## src/core/icp_defs.svh

```systemverilog
`ifndef ICP_DEFS_SVH
`define ICP_DEFS_SVH

// ************************************************************
// register byte addresses
// ************************************************************
`define ICP_ADDR_CTRL2      12'h000
`define ICP_ADDR_PRIO8      12'h004
`define ICP_ADDR_PRIO9      12'h008
`define ICP_ADDR_IRQ_STAT   12'h00C
`define ICP_ADDR_IRQ_MASK   12'h010
`define ICP_ADDR_CPU_LEVEL  12'h014
`define ICP_ADDR_GRANT      12'h018

// ************************************************************
// field positions
// ************************************************************
`define ICP_ALT_VECTOR_TABLE_SELECT_BIT      15
`define ICP_HOLD_BIT        14
`define ICP_SPB_EVT_LSB     4
`define ICP_SPB_FLT_LSB     0
`define ICP_CAP5_LSB        12
`define ICP_CAP4_LSB        8
`define ICP_CAP3_LSB        4

// ************************************************************
// reset values and masks
// ************************************************************
`define ICP_PRIO_RESET      3'h4
`define ICP_PRIO_OFF        3'h0
`define ICP_CTRL2_WMASK     16'h801F
`define ICP_PRIO8_RESET     16'h0044
`define ICP_PRIO9_RESET     16'h4440
`define ICP_NSRC            10
`define ICP_STAT_W          10

`endif

```

## src/core/icp_pkg.sv

```systemverilog
package icp_pkg;

    typedef logic [2:0] icp_prio_t;

    typedef struct packed {
        logic        alt_vector_table_select;
        logic [4:0]  edge_polarity;
        icp_prio_t   serial_port_b_event_priority;
        icp_prio_t   serial_port_b_fault_priority;
        icp_prio_t   capture_ch5_priority;
        icp_prio_t   capture_ch4_priority;
        icp_prio_t   capture_ch3_priority;
    } icp_cfg_t;

    typedef struct packed {
        logic        valid;
        logic [3:0]  source;
        icp_prio_t   level;
    } icp_grant_t;

    typedef enum logic [1:0] {
        ICP_IDLE  = 2'b01,
        ICP_DATA  = 2'b10
    } icp_bus_state_t;

endpackage

```

## src/core/icp_arbiter.sv

```systemverilog
`timescale 1ns/100ps
`default_nettype none

// ************************************************************
// highest-level pending source, combinational
// ************************************************************
module icp_arbiter (
    input  wire logic [9:0]           pend_i,
    input  wire logic [29:0]          level_i,
    input  wire logic [2:0]           cpu_level_i,
    output var  icp_pkg::icp_grant_t  grant_o
);

    always_comb begin
        grant_o = '0;
        for (int i = 0; i < 10; i++) begin
            // a level of zero is never above cpu level, so disabled sources drop out here
            if (pend_i[i] && (level_i[3*i +: 3] > cpu_level_i)
                && (!grant_o.valid || level_i[3*i +: 3] > grant_o.level)) begin
                grant_o.valid  = 1'b1;
                grant_o.source = 4'(i);
                grant_o.level  = level_i[3*i +: 3];
            end
        end
    end

endmodule

`default_nettype wire

```

## src/core/icp_top.sv

```systemverilog
`timescale 1ns/100ps
`default_nettype none
`include "icp_defs.svh"

// How it works
// - the alt vector table select bit, reset 0, picks the alternate table when 1 and the standard one when 0.
// - each of five external inputs has a polarity bit, 1 for falling edge and 0 for rising, reset 0.
// - the serial port b event priority sits at bits 6..4 of priority register eight, 111 being level 7.
// - the serial port b fault priority sits at bits 2..0 of the same register with the same coding.
// - a priority of 000 disables its source so no request goes to the core.
// - codes 001 to 111 give levels 1 to 7, 7 highest.
// - every priority field resets to 100, level 4.
// - capture channels 5, 4, 3 have priorities at bits 14..12, 10..8, 6..4 of register nine.
// - unimplemented bits read 0 and ignore writes.
module icp_top (
    input  wire logic         clock_i,
    input  wire logic         srst_i,
    input  wire logic         hsel_i,
    input  wire logic [11:0]  haddr_i,
    input  wire logic [1:0]   htrans_i,
    input  wire logic         hwrite_i,
    input  wire logic [2:0]   hsize_i,
    input  wire logic [31:0]  hwdata_i,
    input  wire logic         hready_i,
    output logic      [31:0]  hrdata_o,
    output logic              hreadyout_o,
    output logic              hresp_o,
    input  wire logic [4:0]   ext_irq_i,
    input  wire logic         serial_evt_i,
    input  wire logic         serial_flt_i,
    input  wire logic [2:0]   capture_evt_i,
    input  wire logic         irq_hold_instruction_active_i,
    output logic              irq_o,
    output logic              irq_req_o,
    output logic [3:0]        irq_source_o,
    output logic [2:0]        irq_level_o,
    output logic              alt_vector_table_o
);

    // ************************************************************
    // state
    // ************************************************************
    typedef struct packed {
        icp_pkg::icp_bus_state_t  bus;
        logic                     wr;
        logic [11:0]              addr;
        icp_pkg::icp_cfg_t        cfg;
        logic                     hold;
        logic [2:0]               cpu_level;
        logic [9:0]               stat;
        logic [9:0]               mask;
        logic [4:0]               ext_s1;
        logic [4:0]               ext_s2;
        logic [4:0]               ext_s3;
        logic                     hold_s1;
        logic                     hold_s2;
        logic [31:0]              rdata;
        logic                     irq;
        icp_pkg::icp_grant_t      grant;
    } icp_state_t;

    icp_state_t s_q;
    icp_state_t s_d;

    logic [9:0]          pend;
    logic [29:0]         levels;
    icp_pkg::icp_grant_t arb;

    // ************************************************************
    // helpers
    // ************************************************************
    function automatic logic [15:0] read_reg(input icp_state_t s, input logic [11:0] a);
        logic [15:0] v;
        v = 16'h0000;
        unique case (a)
            `ICP_ADDR_CTRL2: begin
                v[`ICP_ALT_VECTOR_TABLE_SELECT_BIT] = s.cfg.alt_vector_table_select;
                v[`ICP_HOLD_BIT]   = s.hold;
                v[4:0]             = s.cfg.edge_polarity;
            end
            `ICP_ADDR_PRIO8: begin
                v[`ICP_SPB_EVT_LSB +: 3] = s.cfg.serial_port_b_event_priority;
                v[`ICP_SPB_FLT_LSB +: 3] = s.cfg.serial_port_b_fault_priority;
            end
            `ICP_ADDR_PRIO9: begin
                v[`ICP_CAP5_LSB +: 3] = s.cfg.capture_ch5_priority;
                v[`ICP_CAP4_LSB +: 3] = s.cfg.capture_ch4_priority;
                v[`ICP_CAP3_LSB +: 3] = s.cfg.capture_ch3_priority;
            end
            `ICP_ADDR_IRQ_STAT:  v[9:0] = s.stat;
            `ICP_ADDR_IRQ_MASK:  v[9:0] = s.mask;
            `ICP_ADDR_CPU_LEVEL: v[2:0] = s.cpu_level;
            `ICP_ADDR_GRANT:     v[7:0] = {s.grant.valid, s.grant.source, s.grant.level};
            default:             v = 16'h0000;
        endcase
        return v;
    endfunction

    // ************************************************************
    // arbitration
    // ************************************************************
    always_comb begin
        // source i owns bits 3i+2..3i; ext sources 0..4 sit at level 0 and never win
        levels = {s_q.cfg.capture_ch3_priority, s_q.cfg.capture_ch4_priority,
                  s_q.cfg.capture_ch5_priority, s_q.cfg.serial_port_b_fault_priority,
                  s_q.cfg.serial_port_b_event_priority, 15'h0000};
        // ext inputs carry no priority field here; they join at the sticky status only
        pend = s_q.stat & s_q.mask;
    end

    icp_arbiter u_arb (
        .pend_i      (pend),
        .level_i     (levels),
        .cpu_level_i (s_q.cpu_level),
        .grant_o     (arb)
    );

    // ************************************************************
    // next state
    // ************************************************************
    always_comb begin
        logic [4:0]  ext_edge;
        logic [9:0]  events;
        logic [9:0]  w1c;
        logic [15:0] wd;
        ext_edge = 5'h00;
        events   = 10'h000;
        w1c      = 10'h000;
        wd       = hwdata_i[15:0];
        s_d      = s_q;

        // ext pins pass two flops and the hold pin three before anything looks at them
        s_d.ext_s1  = ext_irq_i;
        s_d.ext_s2  = s_q.ext_s1;
        s_d.ext_s3  = s_q.ext_s2;
        s_d.hold_s1 = irq_hold_instruction_active_i;
        s_d.hold_s2 = s_q.hold_s1;
        s_d.hold    = s_q.hold_s2;

        for (int i = 0; i < 5; i++) begin
            ext_edge[i] = s_q.cfg.edge_polarity[i] ? (s_q.ext_s3[i] & ~s_q.ext_s2[i])
                                                   : (~s_q.ext_s3[i] & s_q.ext_s2[i]);
        end

        // disabled priority sources never latch, so a later enable finds no stale request
        events[4:0] = ext_edge;
        events[5]   = serial_evt_i & (s_q.cfg.serial_port_b_event_priority != `ICP_PRIO_OFF);
        events[6]   = serial_flt_i & (s_q.cfg.serial_port_b_fault_priority != `ICP_PRIO_OFF);
        events[7]   = capture_evt_i[0] & (s_q.cfg.capture_ch5_priority != `ICP_PRIO_OFF);
        events[8]   = capture_evt_i[1] & (s_q.cfg.capture_ch4_priority != `ICP_PRIO_OFF);
        events[9]   = capture_evt_i[2] & (s_q.cfg.capture_ch3_priority != `ICP_PRIO_OFF);

        // ahb-lite slave, zero wait states
        unique case (s_q.bus)
            icp_pkg::ICP_IDLE: begin
                s_d.bus = icp_pkg::ICP_IDLE;
            end
            icp_pkg::ICP_DATA: begin
                s_d.bus = icp_pkg::ICP_IDLE;
                if (s_q.wr) begin
                    unique case (s_q.addr)
                        `ICP_ADDR_CTRL2: begin
                            s_d.cfg.alt_vector_table_select = wd[`ICP_ALT_VECTOR_TABLE_SELECT_BIT];
                            s_d.cfg.edge_polarity           = wd[4:0];
                        end
                        `ICP_ADDR_PRIO8: begin
                            s_d.cfg.serial_port_b_event_priority = wd[`ICP_SPB_EVT_LSB +: 3];
                            s_d.cfg.serial_port_b_fault_priority = wd[`ICP_SPB_FLT_LSB +: 3];
                        end
                        `ICP_ADDR_PRIO9: begin
                            s_d.cfg.capture_ch5_priority = wd[`ICP_CAP5_LSB +: 3];
                            s_d.cfg.capture_ch4_priority = wd[`ICP_CAP4_LSB +: 3];
                            s_d.cfg.capture_ch3_priority = wd[`ICP_CAP3_LSB +: 3];
                        end
                        `ICP_ADDR_IRQ_STAT:  w1c           = wd[9:0];
                        `ICP_ADDR_IRQ_MASK:  s_d.mask      = wd[9:0];
                        `ICP_ADDR_CPU_LEVEL: s_d.cpu_level = wd[2:0];
                        default: begin
                        end
                    endcase
                end
            end
            default: s_d.bus = icp_pkg::ICP_IDLE;
        endcase

        if (hsel_i && hready_i && htrans_i[1]) begin
            s_d.bus   = icp_pkg::ICP_DATA;
            s_d.wr    = hwrite_i;
            s_d.addr  = {haddr_i[11:2], 2'b00};
            s_d.rdata = {16'h0000, read_reg(s_q, {haddr_i[11:2], 2'b00})};
        end

        // a new event beats a clear in the same cycle
        s_d.stat  = (s_q.stat & ~w1c) | events;
        s_d.grant = arb;
        s_d.irq   = |(s_q.stat & s_q.mask);
    end

    // ************************************************************
    // registers
    // ************************************************************
    always_ff @(posedge clock_i) begin
        if (srst_i) begin
            s_q                                  <= '0;
            s_q.bus                              <= icp_pkg::ICP_IDLE;
            s_q.cfg.serial_port_b_event_priority <= `ICP_PRIO_RESET;
            s_q.cfg.serial_port_b_fault_priority <= `ICP_PRIO_RESET;
            s_q.cfg.capture_ch5_priority         <= `ICP_PRIO_RESET;
            s_q.cfg.capture_ch4_priority         <= `ICP_PRIO_RESET;
            s_q.cfg.capture_ch3_priority         <= `ICP_PRIO_RESET;
        end else begin
            s_q <= s_d;
        end
    end

    always_comb begin
        hrdata_o           = s_q.rdata;
        hreadyout_o        = 1'b1;
        hresp_o            = 1'b0;
        irq_o              = s_q.irq;
        irq_req_o          = s_q.grant.valid;
        irq_source_o       = s_q.grant.source;
        irq_level_o        = s_q.grant.level;
        alt_vector_table_o = s_q.cfg.alt_vector_table_select;
    end

endmodule

`default_nettype wire

```

## config.mk

```make
export PLATFORM = sky130hd
export DESIGN_NAME = icp_top
export DESIGN_NICKNAME = d
export VERILOG_FILES = /design/src/core/icp_pkg.sv /design/src/core/icp_arbiter.sv /design/src/core/icp_top.sv
export VERILOG_INCLUDE_DIRS = /design/src /design/src/core
export SDC_FILE = /design/constraint.sdc
export NUM_CORES = 1
export LEC_CHECK = 0
export BUFFER_PORTS_ARGS = -buffer_cell sky130_fd_sc_hd__buf_4
export CORE_MARGIN = 3
export CORE_UTILIZATION = 49
export DETAILED_ROUTE_END_ITERATION = 10
export GPL_TIMING_DRIVEN = 0
export PLACE_DENSITY = 0.82
export REMOVE_ABC_BUFFERS = 1
export SETUP_SLACK_MARGIN = 0.1
export SYNTH_ARGS = -nofsm -noshare
export SYNTH_HDL_FRONTEND = slang
export SYNTH_SLANG_ARGS = --single-unit
```

## constraint.sdc

```tcl
create_clock -name clock_i -period 6.5 [get_ports clock_i]
set_clock_uncertainty 0.05 [all_clocks]
set_input_delay 1.625 -clock clock_i [delete_from_list [all_inputs] [get_ports clock_i]]
set_output_delay 1.625 -clock clock_i [all_outputs]
set_load 0.05 [all_outputs]
```

==> results of run 1 <==
-- cells by family after synthesis --
| family | Yosys count |
|---|---|
| AND/OR/NAND/NOR | 202 |
| adder cells (fa/ha/maj) | 27 |
| other | 2 |
| multiplexers | 39 |
| AO/OA/AOI/OAI | 126 |
| flip-flops | 99 |
| buffers and inverters | 89 |
-- cell type report --
| type | instances | area, um2 | share of cell area [%] |
|---|---|---|---|
| inverters | 22 | 90.1 | 1.53 |
| multi-input cells | 413 | 2810 | 47.8 |
| flip-flops and latches | 99 | 1990 | 33.9 |
| clock buffers | 9 | 124 | 2.11 |
| clock inverters | 6 | 50.0 | 0.851 |
| repair buffers | 85 | 646 | 11.0 |
| well taps | 133 | 166 | 2.83 |
-- flip-flops by register name (all words and copies together), names as in the netlist --
register,count
s_q,47
hrdata_o,15
levels,15
s_d,12
irq_source_o,4
irq_level_o,3
alt_vector_table_o,1
irq_o,1
irq_req_o,1
-- through the flow --
| step | setup WS (ns) | total power (uW) | instances |
|---|---|---|---|
| 6_report | 0.253 | 1100 | 767 |
| 3_5_place_dp | -0.723 | 747 | 734 |
| 2_1_floorplan | 0.300 | 698 | 534 |
| 4_1_cts | 0.113 | 1100 | 761 |
| 5_1_grt | -0.0346 | 1140 | 767 |
| 3_3_place_gp | -0.533 | 744 | 733 |
-- routing by layer --
metal  wire length (um)  vias to the layer above  global-route usage [%]
li1                   -                     2084                       -
met1               5680                     2066                    28.0
met2               6310                      191                    36.3
met3                898                       28                    4.38
met4                311                        0                    7.30
met5                  0                        -                       0
-- layout by cell type, fill, tap and decap left out, types with 3 or more instances in the layout --
cell                         instances
sky130_fd_sc_hd__a221oi_1            7
sky130_fd_sc_hd__a211oi_2            3
sky130_fd_sc_hd__nor2b_1            30
sky130_fd_sc_hd__a31oi_1             7
sky130_fd_sc_hd__clkinvlp_4          4
sky130_fd_sc_hd__nor2_1             71
sky130_fd_sc_hd__ha_1               21
sky130_fd_sc_hd__o21ai_0             8
sky130_fd_sc_hd__mux2i_1            36
sky130_fd_sc_hd__o21ai_1             4
sky130_fd_sc_hd__nor3b_1             5
sky130_fd_sc_hd__a21oi_1            32
sky130_fd_sc_hd__a21oi_2             4
sky130_fd_sc_hd__inv_1              19
sky130_fd_sc_hd__conb_1             19
sky130_fd_sc_hd__a32oi_1             3
sky130_fd_sc_hd__dfxtp_2             4
sky130_fd_sc_hd__nand2_1            54
sky130_fd_sc_hd__o31ai_1             5
sky130_fd_sc_hd__a22oi_1             9
sky130_fd_sc_hd__mux2_2              3
sky130_fd_sc_hd__a211o_1             4
sky130_fd_sc_hd__clkbuf_8            9
sky130_fd_sc_hd__o22ai_1             5
sky130_fd_sc_hd__o21a_1              9
sky130_fd_sc_hd__buf_4              83
sky130_fd_sc_hd__ha_4                5
sky130_fd_sc_hd__nor3_1              9
sky130_fd_sc_hd__nand3_1             5
sky130_fd_sc_hd__a211oi_1            5
sky130_fd_sc_hd__dfxtp_1            93
-- power by group through the flow --
stage | combinational [uW] | clock (uW) | sequential, uW
floorplan | 50.4 | 0 | 648
global placement | 103 | 0 | 641
detailed placement | 105 | 0 | 642
CTS | 105 | 370 | 628
global route | 114 | 393 | 629
finish | 106 | 364 | 627
-- worst paths after layout --
path                     to  cells past startpoint  slack, ns  startpoint
max          irq_level_o[1]                     35       0.25     s_q[79]
min                 s_d[45]                      1       0.40     s_d[50]
max reg2reg  irq_level_o[1]                     35       0.25     s_q[79]
min reg2reg         s_d[45]                      1       0.40     s_d[50]
-- repair_timing --
| item | in CTS | in global routing |
|---|---|---|
| gates resized for setup | 14 | 32 |
| gates cloned | 0 | 0 |
| setup endpoints to repair | 7 | 7 |
| pin swaps | 4 | 16 |
| buffers inserted | 12 | 6 |
==> metrics.txt, run 1 <==
# TYPE chip_impl_metric gauge
chip_impl_metric{name="power_density",unit="mW/mm2"} 187
chip_impl_metric{name="logic_pwr_share",unit="%"} 9.6
chip_impl_metric{name="grt_antenna_before_repair",unit=""} 0
chip_impl_metric{name="detailed_place_hpwl",unit="mm"} 9.00
chip_impl_metric{name="dr_total_vias",unit=""} 4369
chip_impl_metric{name="final.setup.tns",unit="ns"} 0
chip_impl_metric{name="fillers",unit=""} 855
chip_impl_metric{name="power_frac_clock",unit="%"} 33.2
chip_impl_metric{name="core_region_area",unit="mm2"} 0.00991
chip_impl_metric{name="total_leakage_power",unit="uW"} 0.00244
chip_impl_metric{name="placement_rows",unit=""} 36
chip_impl_info{name="critical_path.top_delay_family",value="compound AO/OA/AOI/OAI gates"} 1
chip_impl_metric{name="mappedNetlistArea",unit="mm2"} 0.00505
chip_impl_info{name="min_path_type",value="flip-flop to flip-flop"} 1
chip_impl_info{name="rsz0062_at_grt",value="yes"} 1
chip_impl_metric{name="peak_supply_drop",unit="mV"} 0.120
chip_impl_metric{name="clock_tree_buffer_depth",unit=""} 2
chip_impl_metric{name="synth-async-reset-ratio",unit="%"} 0
chip_impl_metric{name="wl",unit="mm"} 13.2
chip_impl_metric{name="xor_xnor_share_of_the_synthesized_area",unit="%"} 0
chip_impl_metric{name="port_buffers",unit=""} 66
chip_impl_info{name="crit_path_end_kind",value="flip-flop"} 1
chip_impl_metric{name="synthCells",unit=""} 584
chip_impl_metric{name="net-switching-power",unit="uW"} 303
chip_impl_metric{name="final-hold-violation-count",unit=""} 0
chip_impl_metric{name="floorplan.initialDensity",unit="%"} 50.9
chip_impl_metric{name="core_occupancy_in_the_finished_layout",unit="%"} 59.3
chip_impl_metric{name="cts_hold_repair.buffers",unit=""} 0
chip_impl_metric{name="nets",unit=""} 722
chip_impl_metric{name="final.hold.worst_slack",unit="ns"} 0.399
chip_impl_metric{name="number_of_flops_mapped_to_enable_cells_by_yosys",unit=""} 0
chip_impl_metric{name="critPathMaxStageDelay",unit="ns"} 0.39
chip_impl_metric{name="floorplan.io_pins",unit=""} 109
chip_impl_metric{name="dr.first_iter.drc_count",unit=""} 348
chip_impl_metric{name="vias_in_the_first_global_route",unit=""} 4104
chip_impl_metric{name="drc",unit=""} 0
chip_impl_metric{name="cap_violations",unit=""} 0
chip_impl_info{name="synth.top_cells.by_area",value="sky130_fd_sc_hd__dfxtp_1 (39%), sky130_fd_sc_hd__mux2i_1 (7.1%), sky130_fd_sc_hd__ha_1 (6.7%), sky130_fd_sc_hd__buf_4 (6.1%), sky130_fd_sc_hd__nor2_1 (5.5%)"} 1
chip_impl_metric{name="sequentialPowerShare",unit="%"} 57.2
chip_impl_metric{name="via_per_inst",unit=""} 5.70
chip_impl_metric{name="synth-seq-area-share",unit="%"} 39.3
chip_impl_metric{name="design.die.area",unit="mm2"} 0.0116
chip_impl_metric{name="sw_frac_of_total",unit="%"} 27.7
chip_impl_metric{name="drv_slew",unit=""} 0
chip_impl_metric{name="grt-ovfl-total",unit=""} 0
chip_impl_metric{name="syn_avg_cell_area",unit="um2"} 8.64
chip_impl_metric{name="drt_first_pass_iters",unit=""} 9
chip_impl_metric{name="worstMarginPinSlew",unit="ns"} 0.998
chip_impl_metric{name="wl_per_cell",unit="um"} 17.2
chip_impl_metric{name="place.gp.congestion",unit=""} 0.887
chip_impl_metric{name="cts_num_sinks",unit=""} 99
chip_impl_metric{name="h_tree_level_count",unit=""} 3
chip_impl_metric{name="dpl-instance-area",unit="mm2"} 0.00538
chip_impl_metric{name="cp.buffers_inverters",unit=""} 3
chip_impl_metric{name="post_synth_num_cell_types",unit=""} 53
chip_impl_metric{name="grt_start_max_net_pins",unit=""} 97
chip_impl_info{name="synth_area_leader_cell",value="sky130_fd_sc_hd__dfxtp_1"} 1
chip_impl_metric{name="shortest_period_the_worst_path_allows",unit="ns"} 6.25
chip_impl_metric{name="final_layout_size_suffix_gt1_share",unit="%"} 23.2
chip_impl_metric{name="netlist.area_leader.share",unit="%"} 39.3
chip_impl_metric{name="antenna_violating_nets_post_route",unit=""} 0
chip_impl_metric{name="flip_flop_and_latch_count_after_synthesis",unit=""} 99
chip_impl_metric{name="antenna-diode-count",unit=""} 0
chip_impl_metric{name="timing.slew.headroom",unit="%"} 33.5
chip_impl_info{name="top_count_cell_post_synth",value="sky130_fd_sc_hd__dfxtp_1"} 1
chip_impl_info{name="synth_top_family_by_area",value="simple AND/OR/NAND/NOR gates"} 1
chip_impl_info{name="synth-main-ff-cell",value="sky130_fd_sc_hd__dfxtp_1"} 1
chip_impl_metric{name="synth.area.mux_share",unit="%"} 7.81
chip_impl_info{name="top_cells_by_count_synth",value="sky130_fd_sc_hd__dfxtp_1 (99), sky130_fd_sc_hd__nor2_1 (74), sky130_fd_sc_hd__nand2_1 (54), sky130_fd_sc_hd__buf_4 (41), sky130_fd_sc_hd__mux2i_1 (36)"} 1
chip_impl_metric{name="first_pass_grt_wire_length",unit="mm"} 20.0
chip_impl_metric{name="synth_compound_gate_area_share",unit="%"} 17.1
chip_impl_metric{name="final_design_area_no_fill",unit="mm2"} 0.00588
chip_impl_metric{name="yosys_warnings",unit=""} 0
chip_impl_metric{name="synth-simple-area-share",unit="%"} 19.2
chip_impl_metric{name="setup_viol",unit=""} 0
chip_impl_info{name="worst_path_max_delay_cell",value="sky130_fd_sc_hd__dfxtp_4"} 1
chip_impl_metric{name="layout-area-overhead-vs-synth",unit="%"} 16.5
chip_impl_metric{name="cell_internal_pwr",unit="uW"} 793
chip_impl_metric{name="worst-endpoint-required",unit="ns"} 6.70
chip_impl_metric{name="fmaxAchievable",unit="GHz"} 0.160
chip_impl_info{name="status",value="complete, no violations"} 1
chip_impl_metric{name="floorplan.die.height",unit="um"} 107
chip_impl_metric{name="fin_crit_sh",unit="%"} 96.1
chip_impl_info{name="clock_tree_from_tritoncts",value="built"} 1
chip_impl_info{name="crit_type",value="flip-flop to flip-flop"} 1
chip_impl_metric{name="worst_path_arrival",unit="ns"} 6.44
chip_impl_info{name="root_buffer",value="sky130_fd_sc_hd__clkbuf_8"} 1
chip_impl_metric{name="worst_setup_hold_path_clk_slew",unit="ns"} 0.10
chip_impl_metric{name="grtUsageTotal",unit="%"} 21.7
chip_impl_metric{name="worst-path-max-fanout",unit=""} 7
chip_impl_info{name="setup.worst_path.start_class",value="flip-flop"} 1
chip_impl_metric{name="synth_fa_ha_area_share",unit="%"} 6.69
chip_impl_metric{name="tritoncts.num_buffers",unit=""} 9
chip_impl_metric{name="die_w",unit="um"} 107
chip_impl_metric{name="worstSkewPairLatency",unit="ns"} 0.36
No activity file was read; power rests on OpenSTA's default activity.
==> inputs of run 2 (changes only) <==
--- a/config.mk
+++ b/config.mk
@@ -6,12 +6,13 @@
 export SDC_FILE = /design/constraint.sdc
 export NUM_CORES = 1
 export LEC_CHECK = 0
+export ABC_AREA = 1
 export BUFFER_PORTS_ARGS = -buffer_cell sky130_fd_sc_hd__buf_4
 export CORE_MARGIN = 3
-export CORE_UTILIZATION = 49
+export CORE_UTILIZATION = 50
 export DETAILED_ROUTE_END_ITERATION = 10
 export GPL_TIMING_DRIVEN = 0
-export PLACE_DENSITY = 0.82
+export PLACE_DENSITY = 0.83
 export REMOVE_ABC_BUFFERS = 1
 export SETUP_SLACK_MARGIN = 0.1
 export SYNTH_ARGS = -nofsm -noshare
==> run 2 against run 1 <==
Global-route usage grew 0.90 points. Setup slack better by 0.39 ns. Flip-flop and latch count is the same. Clock-buffer cell count up 4. Synthesized area is 1.2% higher. Synthesized cell count grew 19%. Fmax grew 6.7%. First-iteration DRC count down 6.9%. Utilization shrank 1.4 points. Final area shrank 2.7%. Sequential share of layout area up 0.75 points. Via count rose by 5.9%.
==> metrics.txt, run 2 <==
# TYPE chip_impl_metric gauge
chip_impl_info{name="status",value="complete, no violations"} 1
chip_impl_metric{name="largest_reg_flops",unit=""} 47
chip_impl_metric{name="design.die.area",unit="mm2"} 0.0115
chip_impl_info{name="path_common_cell",value="sky130_fd_sc_hd__nand2_1"} 1
chip_impl_metric{name="critPathMaxStageDelay",unit="ns"} 0.39
chip_impl_metric{name="yosys_warnings",unit=""} 0
chip_impl_metric{name="worstMarginPinSlew",unit="ns"} 0.982
chip_impl_metric{name="port_buffers",unit=""} 66
chip_impl_metric{name="floorplan.initialDensity",unit="%"} 51.8
chip_impl_metric{name="netlist.area_leader.share",unit="%"} 38.8
chip_impl_metric{name="grt_antenna_before_repair",unit=""} 0
chip_impl_metric{name="drc",unit=""} 0
chip_impl_metric{name="core_region_area",unit="mm2"} 0.00986
chip_impl_metric{name="dr.first_iter.drc_count",unit=""} 324
chip_impl_metric{name="syn_avg_cell_area",unit="um2"} 7.35
chip_impl_metric{name="cts_num_sinks",unit=""} 99
chip_impl_metric{name="layout-area-overhead-vs-synth",unit="%"} 12.0
chip_impl_metric{name="h_tree_level_count",unit=""} 3
chip_impl_metric{name="worst-path-max-fanout",unit=""} 7
chip_impl_info{name="commonest_non_fill_non_tap_cell_in_the_layout",value="sky130_fd_sc_hd__nand2_1"} 1
chip_impl_metric{name="placed_cells_incl_taps",unit=""} 854
chip_impl_info{name="top_cells_by_count_synth",value="sky130_fd_sc_hd__nand2_1 (132), sky130_fd_sc_hd__dfxtp_1 (99), sky130_fd_sc_hd__inv_1 (93), sky130_fd_sc_hd__nand3_1 (65), sky130_fd_sc_hd__nor2_1 (58)"} 1
chip_impl_metric{name="floorplan.io_pins",unit=""} 109
chip_impl_info{name="crit_type",value="flip-flop to flip-flop"} 1
chip_impl_metric{name="final-hold-violation-count",unit=""} 0
chip_impl_metric{name="power_density",unit="mW/mm2"} 199
chip_impl_metric{name="antenna-diode-count",unit=""} 0
chip_impl_metric{name="grt_start_max_net_pins",unit=""} 46
chip_impl_info{name="synth.top_cells.by_area",value="sky130_fd_sc_hd__dfxtp_1 (39%), sky130_fd_sc_hd__nand2_1 (9.7%), sky130_fd_sc_hd__inv_1 (6.8%), sky130_fd_sc_hd__ha_1 (6.6%), sky130_fd_sc_hd__nand3_1 (6.4%)"} 1
chip_impl_info{name="largest-register",value="s_q"} 1
chip_impl_metric{name="drv_slew",unit=""} 0
chip_impl_metric{name="floorplan.die.height",unit="um"} 107
chip_impl_metric{name="worst_setup_hold_path_clk_slew",unit="ns"} 0.09
chip_impl_metric{name="detailed_place_hpwl",unit="mm"} 9.59
chip_impl_metric{name="shortest_period_the_worst_path_allows",unit="ns"} 5.85
chip_impl_metric{name="p_total",unit="uW"} 1140
chip_impl_metric{name="timing.slew.headroom",unit="%"} 34.2
chip_impl_metric{name="dpl-instance-area",unit="mm2"} 0.00547
chip_impl_metric{name="worst-endpoint-required",unit="ns"} 6.75
chip_impl_info{name="layout.cells.most_common_list",value="sky130_fd_sc_hd__nand2_1 (131), sky130_fd_sc_hd__dfxtp_1 (98), sky130_fd_sc_hd__inv_1 (91)"} 1
chip_impl_metric{name="fin_crit_sh",unit="%"} 90.1
chip_impl_metric{name="synthCells",unit=""} 695
chip_impl_metric{name="die_w",unit="um"} 107
chip_impl_metric{name="synth-seq-area-share",unit="%"} 38.8
chip_impl_metric{name="nets",unit=""} 826
chip_impl_metric{name="first_pass_grt_wire_length",unit="mm"} 20.6
chip_impl_metric{name="wl_per_cell",unit="um"} 14.7
chip_impl_metric{name="dr_total_vias",unit=""} 4625
chip_impl_metric{name="mappedNetlistArea",unit="mm2"} 0.00511
chip_impl_metric{name="ff2ff_path_depth",unit=""} 40
chip_impl_metric{name="drt_first_pass_iters",unit=""} 5
chip_impl_info{name="synth-main-ff-cell",value="sky130_fd_sc_hd__dfxtp_1"} 1
chip_impl_info{name="synth_area_leader_cell",value="sky130_fd_sc_hd__dfxtp_1"} 1
chip_impl_metric{name="clock_tree_buffer_depth",unit=""} 2
chip_impl_metric{name="grtUsageTotal",unit="%"} 22.7
chip_impl_metric{name="post_synth_num_cell_types",unit=""} 39
chip_impl_metric{name="flip_flop_and_latch_count_after_synthesis",unit=""} 99
chip_impl_metric{name="instances_no_fill",unit=""} 872
chip_impl_metric{name="peak_supply_drop",unit="mV"} 0.121
chip_impl_info{name="setup.worst_path.start_class",value="flip-flop"} 1
chip_impl_info{name="rsz0062_at_grt",value="no"} 1
chip_impl_info{name="top_count_cell_post_synth",value="sky130_fd_sc_hd__nand2_1"} 1
chip_impl_metric{name="worstSkewPairLatency",unit="ns"} 0.37
chip_impl_metric{name="final.setup.tns",unit="ns"} 0
chip_impl_metric{name="fmaxAchievable",unit="GHz"} 0.171
chip_impl_info{name="min_path_type",value="flip-flop to flip-flop"} 1
chip_impl_metric{name="via_per_inst",unit=""} 5.30
chip_impl_info{name="root_buffer",value="sky130_fd_sc_hd__clkbuf_8"} 1
chip_impl_metric{name="grt-ovfl-total",unit=""} 0
chip_impl_metric{name="total_leakage_power",unit="uW"} 0.00268
chip_impl_metric{name="worst_path_arrival",unit="ns"} 6.10
chip_impl_info{name="crit_path_end_kind",value="flip-flop"} 1
chip_impl_metric{name="final_design_area_no_fill",unit="mm2"} 0.00572
chip_impl_metric{name="placement_rows",unit=""} 36
chip_impl_metric{name="cap_violations",unit=""} 0
chip_impl_metric{name="tritoncts.num_buffers",unit=""} 9
chip_impl_metric{name="wl",unit="mm"} 12.8
chip_impl_metric{name="number_of_flops_mapped_to_enable_cells_by_yosys",unit=""} 0
chip_impl_metric{name="synth-async-reset-ratio",unit="%"} 0
chip_impl_metric{name="place.gp.congestion",unit=""} 0.920
chip_impl_metric{name="antenna_violating_nets_post_route",unit=""} 0
chip_impl_metric{name="core_occupancy_in_the_finished_layout",unit="%"} 58.0
chip_impl_metric{name="setup_viol",unit=""} 0
chip_impl_info{name="worst_path_max_delay_cell",value="sky130_fd_sc_hd__dfxtp_1"} 1
chip_impl_metric{name="hold-path-cell-count",unit=""} 2
chip_impl_metric{name="final_layout_size_suffix_gt1_share",unit="%"} 13.9
chip_impl_info{name="clock_tree_from_tritoncts",value="built"} 1
chip_impl_metric{name="vias_in_the_first_global_route",unit=""} 4395
run 2: changes by cell type after synthesis, moves of 6 or more:
cell	before	now
sky130_fd_sc_hd__nor2b_1	32	0
sky130_fd_sc_hd__o21ai_0	11	46
sky130_fd_sc_hd__nor2_1	74	58
sky130_fd_sc_hd__o21a_1	9	0
sky130_fd_sc_hd__inv_1	22	93
sky130_fd_sc_hd__a22oi_1	9	0
sky130_fd_sc_hd__nand3_1	6	65
sky130_fd_sc_hd__nand2_1	54	132
sky130_fd_sc_hd__nor3_1	10	4
sky130_fd_sc_hd__clkbuf_1	18	9
sky130_fd_sc_hd__and2_1	0	6
sky130_fd_sc_hd__mux2i_1	36	1
run 2: what timing repair did:
action | in CTS | in global routing
gates resized for setup | 0 | 6
buffers inserted | 0 | 2
hold buffers | 0 | 0
endpoints found under the setup margin | 0 | 7
run 2: routing by layer:
metal	GRT usage (%)	part of all wire [%]	up-vias
li1	-	-	2301
met1	28.2	42	2118
met2	39.0	49	184
met5	0	0	-
met3	5.54	7.1	22
met4	6.12	1.8	0
run 2: through the flow:
stage / worst slack, ns / hold WS, ns
final: 0.646 / 0.359
after global routing: 0.0850 / 0.377
after CTS: 0.585 / 0.359
after detailed placement: 0.622 / 0.346
after global placement: 0.826 / 0.339
after floorplan: 1.45 / 0.338
run 2: final timing paths:
| path | from | end | slack [ns] |
|---|---|---|---|
| worst max-delay path | s_q[80] | irq_source_o[1] | 0.65 |
| worst min register to register | s_d[49] | s_d[44] | 0.36 |
| worst min-delay path | s_d[49] | s_d[44] | 0.36 |
| worst max register to register | s_q[80] | irq_source_o[1] | 0.65 |
run 2: area by class of cell:
class                   instances  area [um2]
flip-flops and latches         99        1980
fillers                       892        4150
clock buffers                  13         169
inverters                      96         364
multi-input cells             459        2470
well taps                     133         166
repair buffers                 69         522
clock inverters                 3        45.0
run 2: critical path, delay by kind of cell, from the launching register on:
kind            cells  cell delay [ns]
simple gates       24             2.40
buf+inv             4             0.39
compound gates      7             1.15
fa+ha+maj           5             1.40
flops               1             0.39
run 2: cells by family after synthesis:
logic type,Yosys count,share of synthesized area [%]
adders and majority gates,27,6.62
and+or+nand+nor,284,25.0
other,2,0.147
buffers and inverters,154,14.5
DFF,99,38.8
muxes,1,0.196
AOI/OAI and AO/OA,128,14.7
run 2: power breakdown:
| group | total (uW) | leakage (uW) | internal (uW) | switching, uW |
|---|---|---|---|---|
| Combinational | 90.6 | 0.00177 | 26.8 | 63.7 |
| Sequential | 623 | 0.000804 | 617 | 5.91 |
| Clock | 422 | 0.000102 | 210 | 212 |
| Total | 1140 | 0.00268 | 854 | 282 |
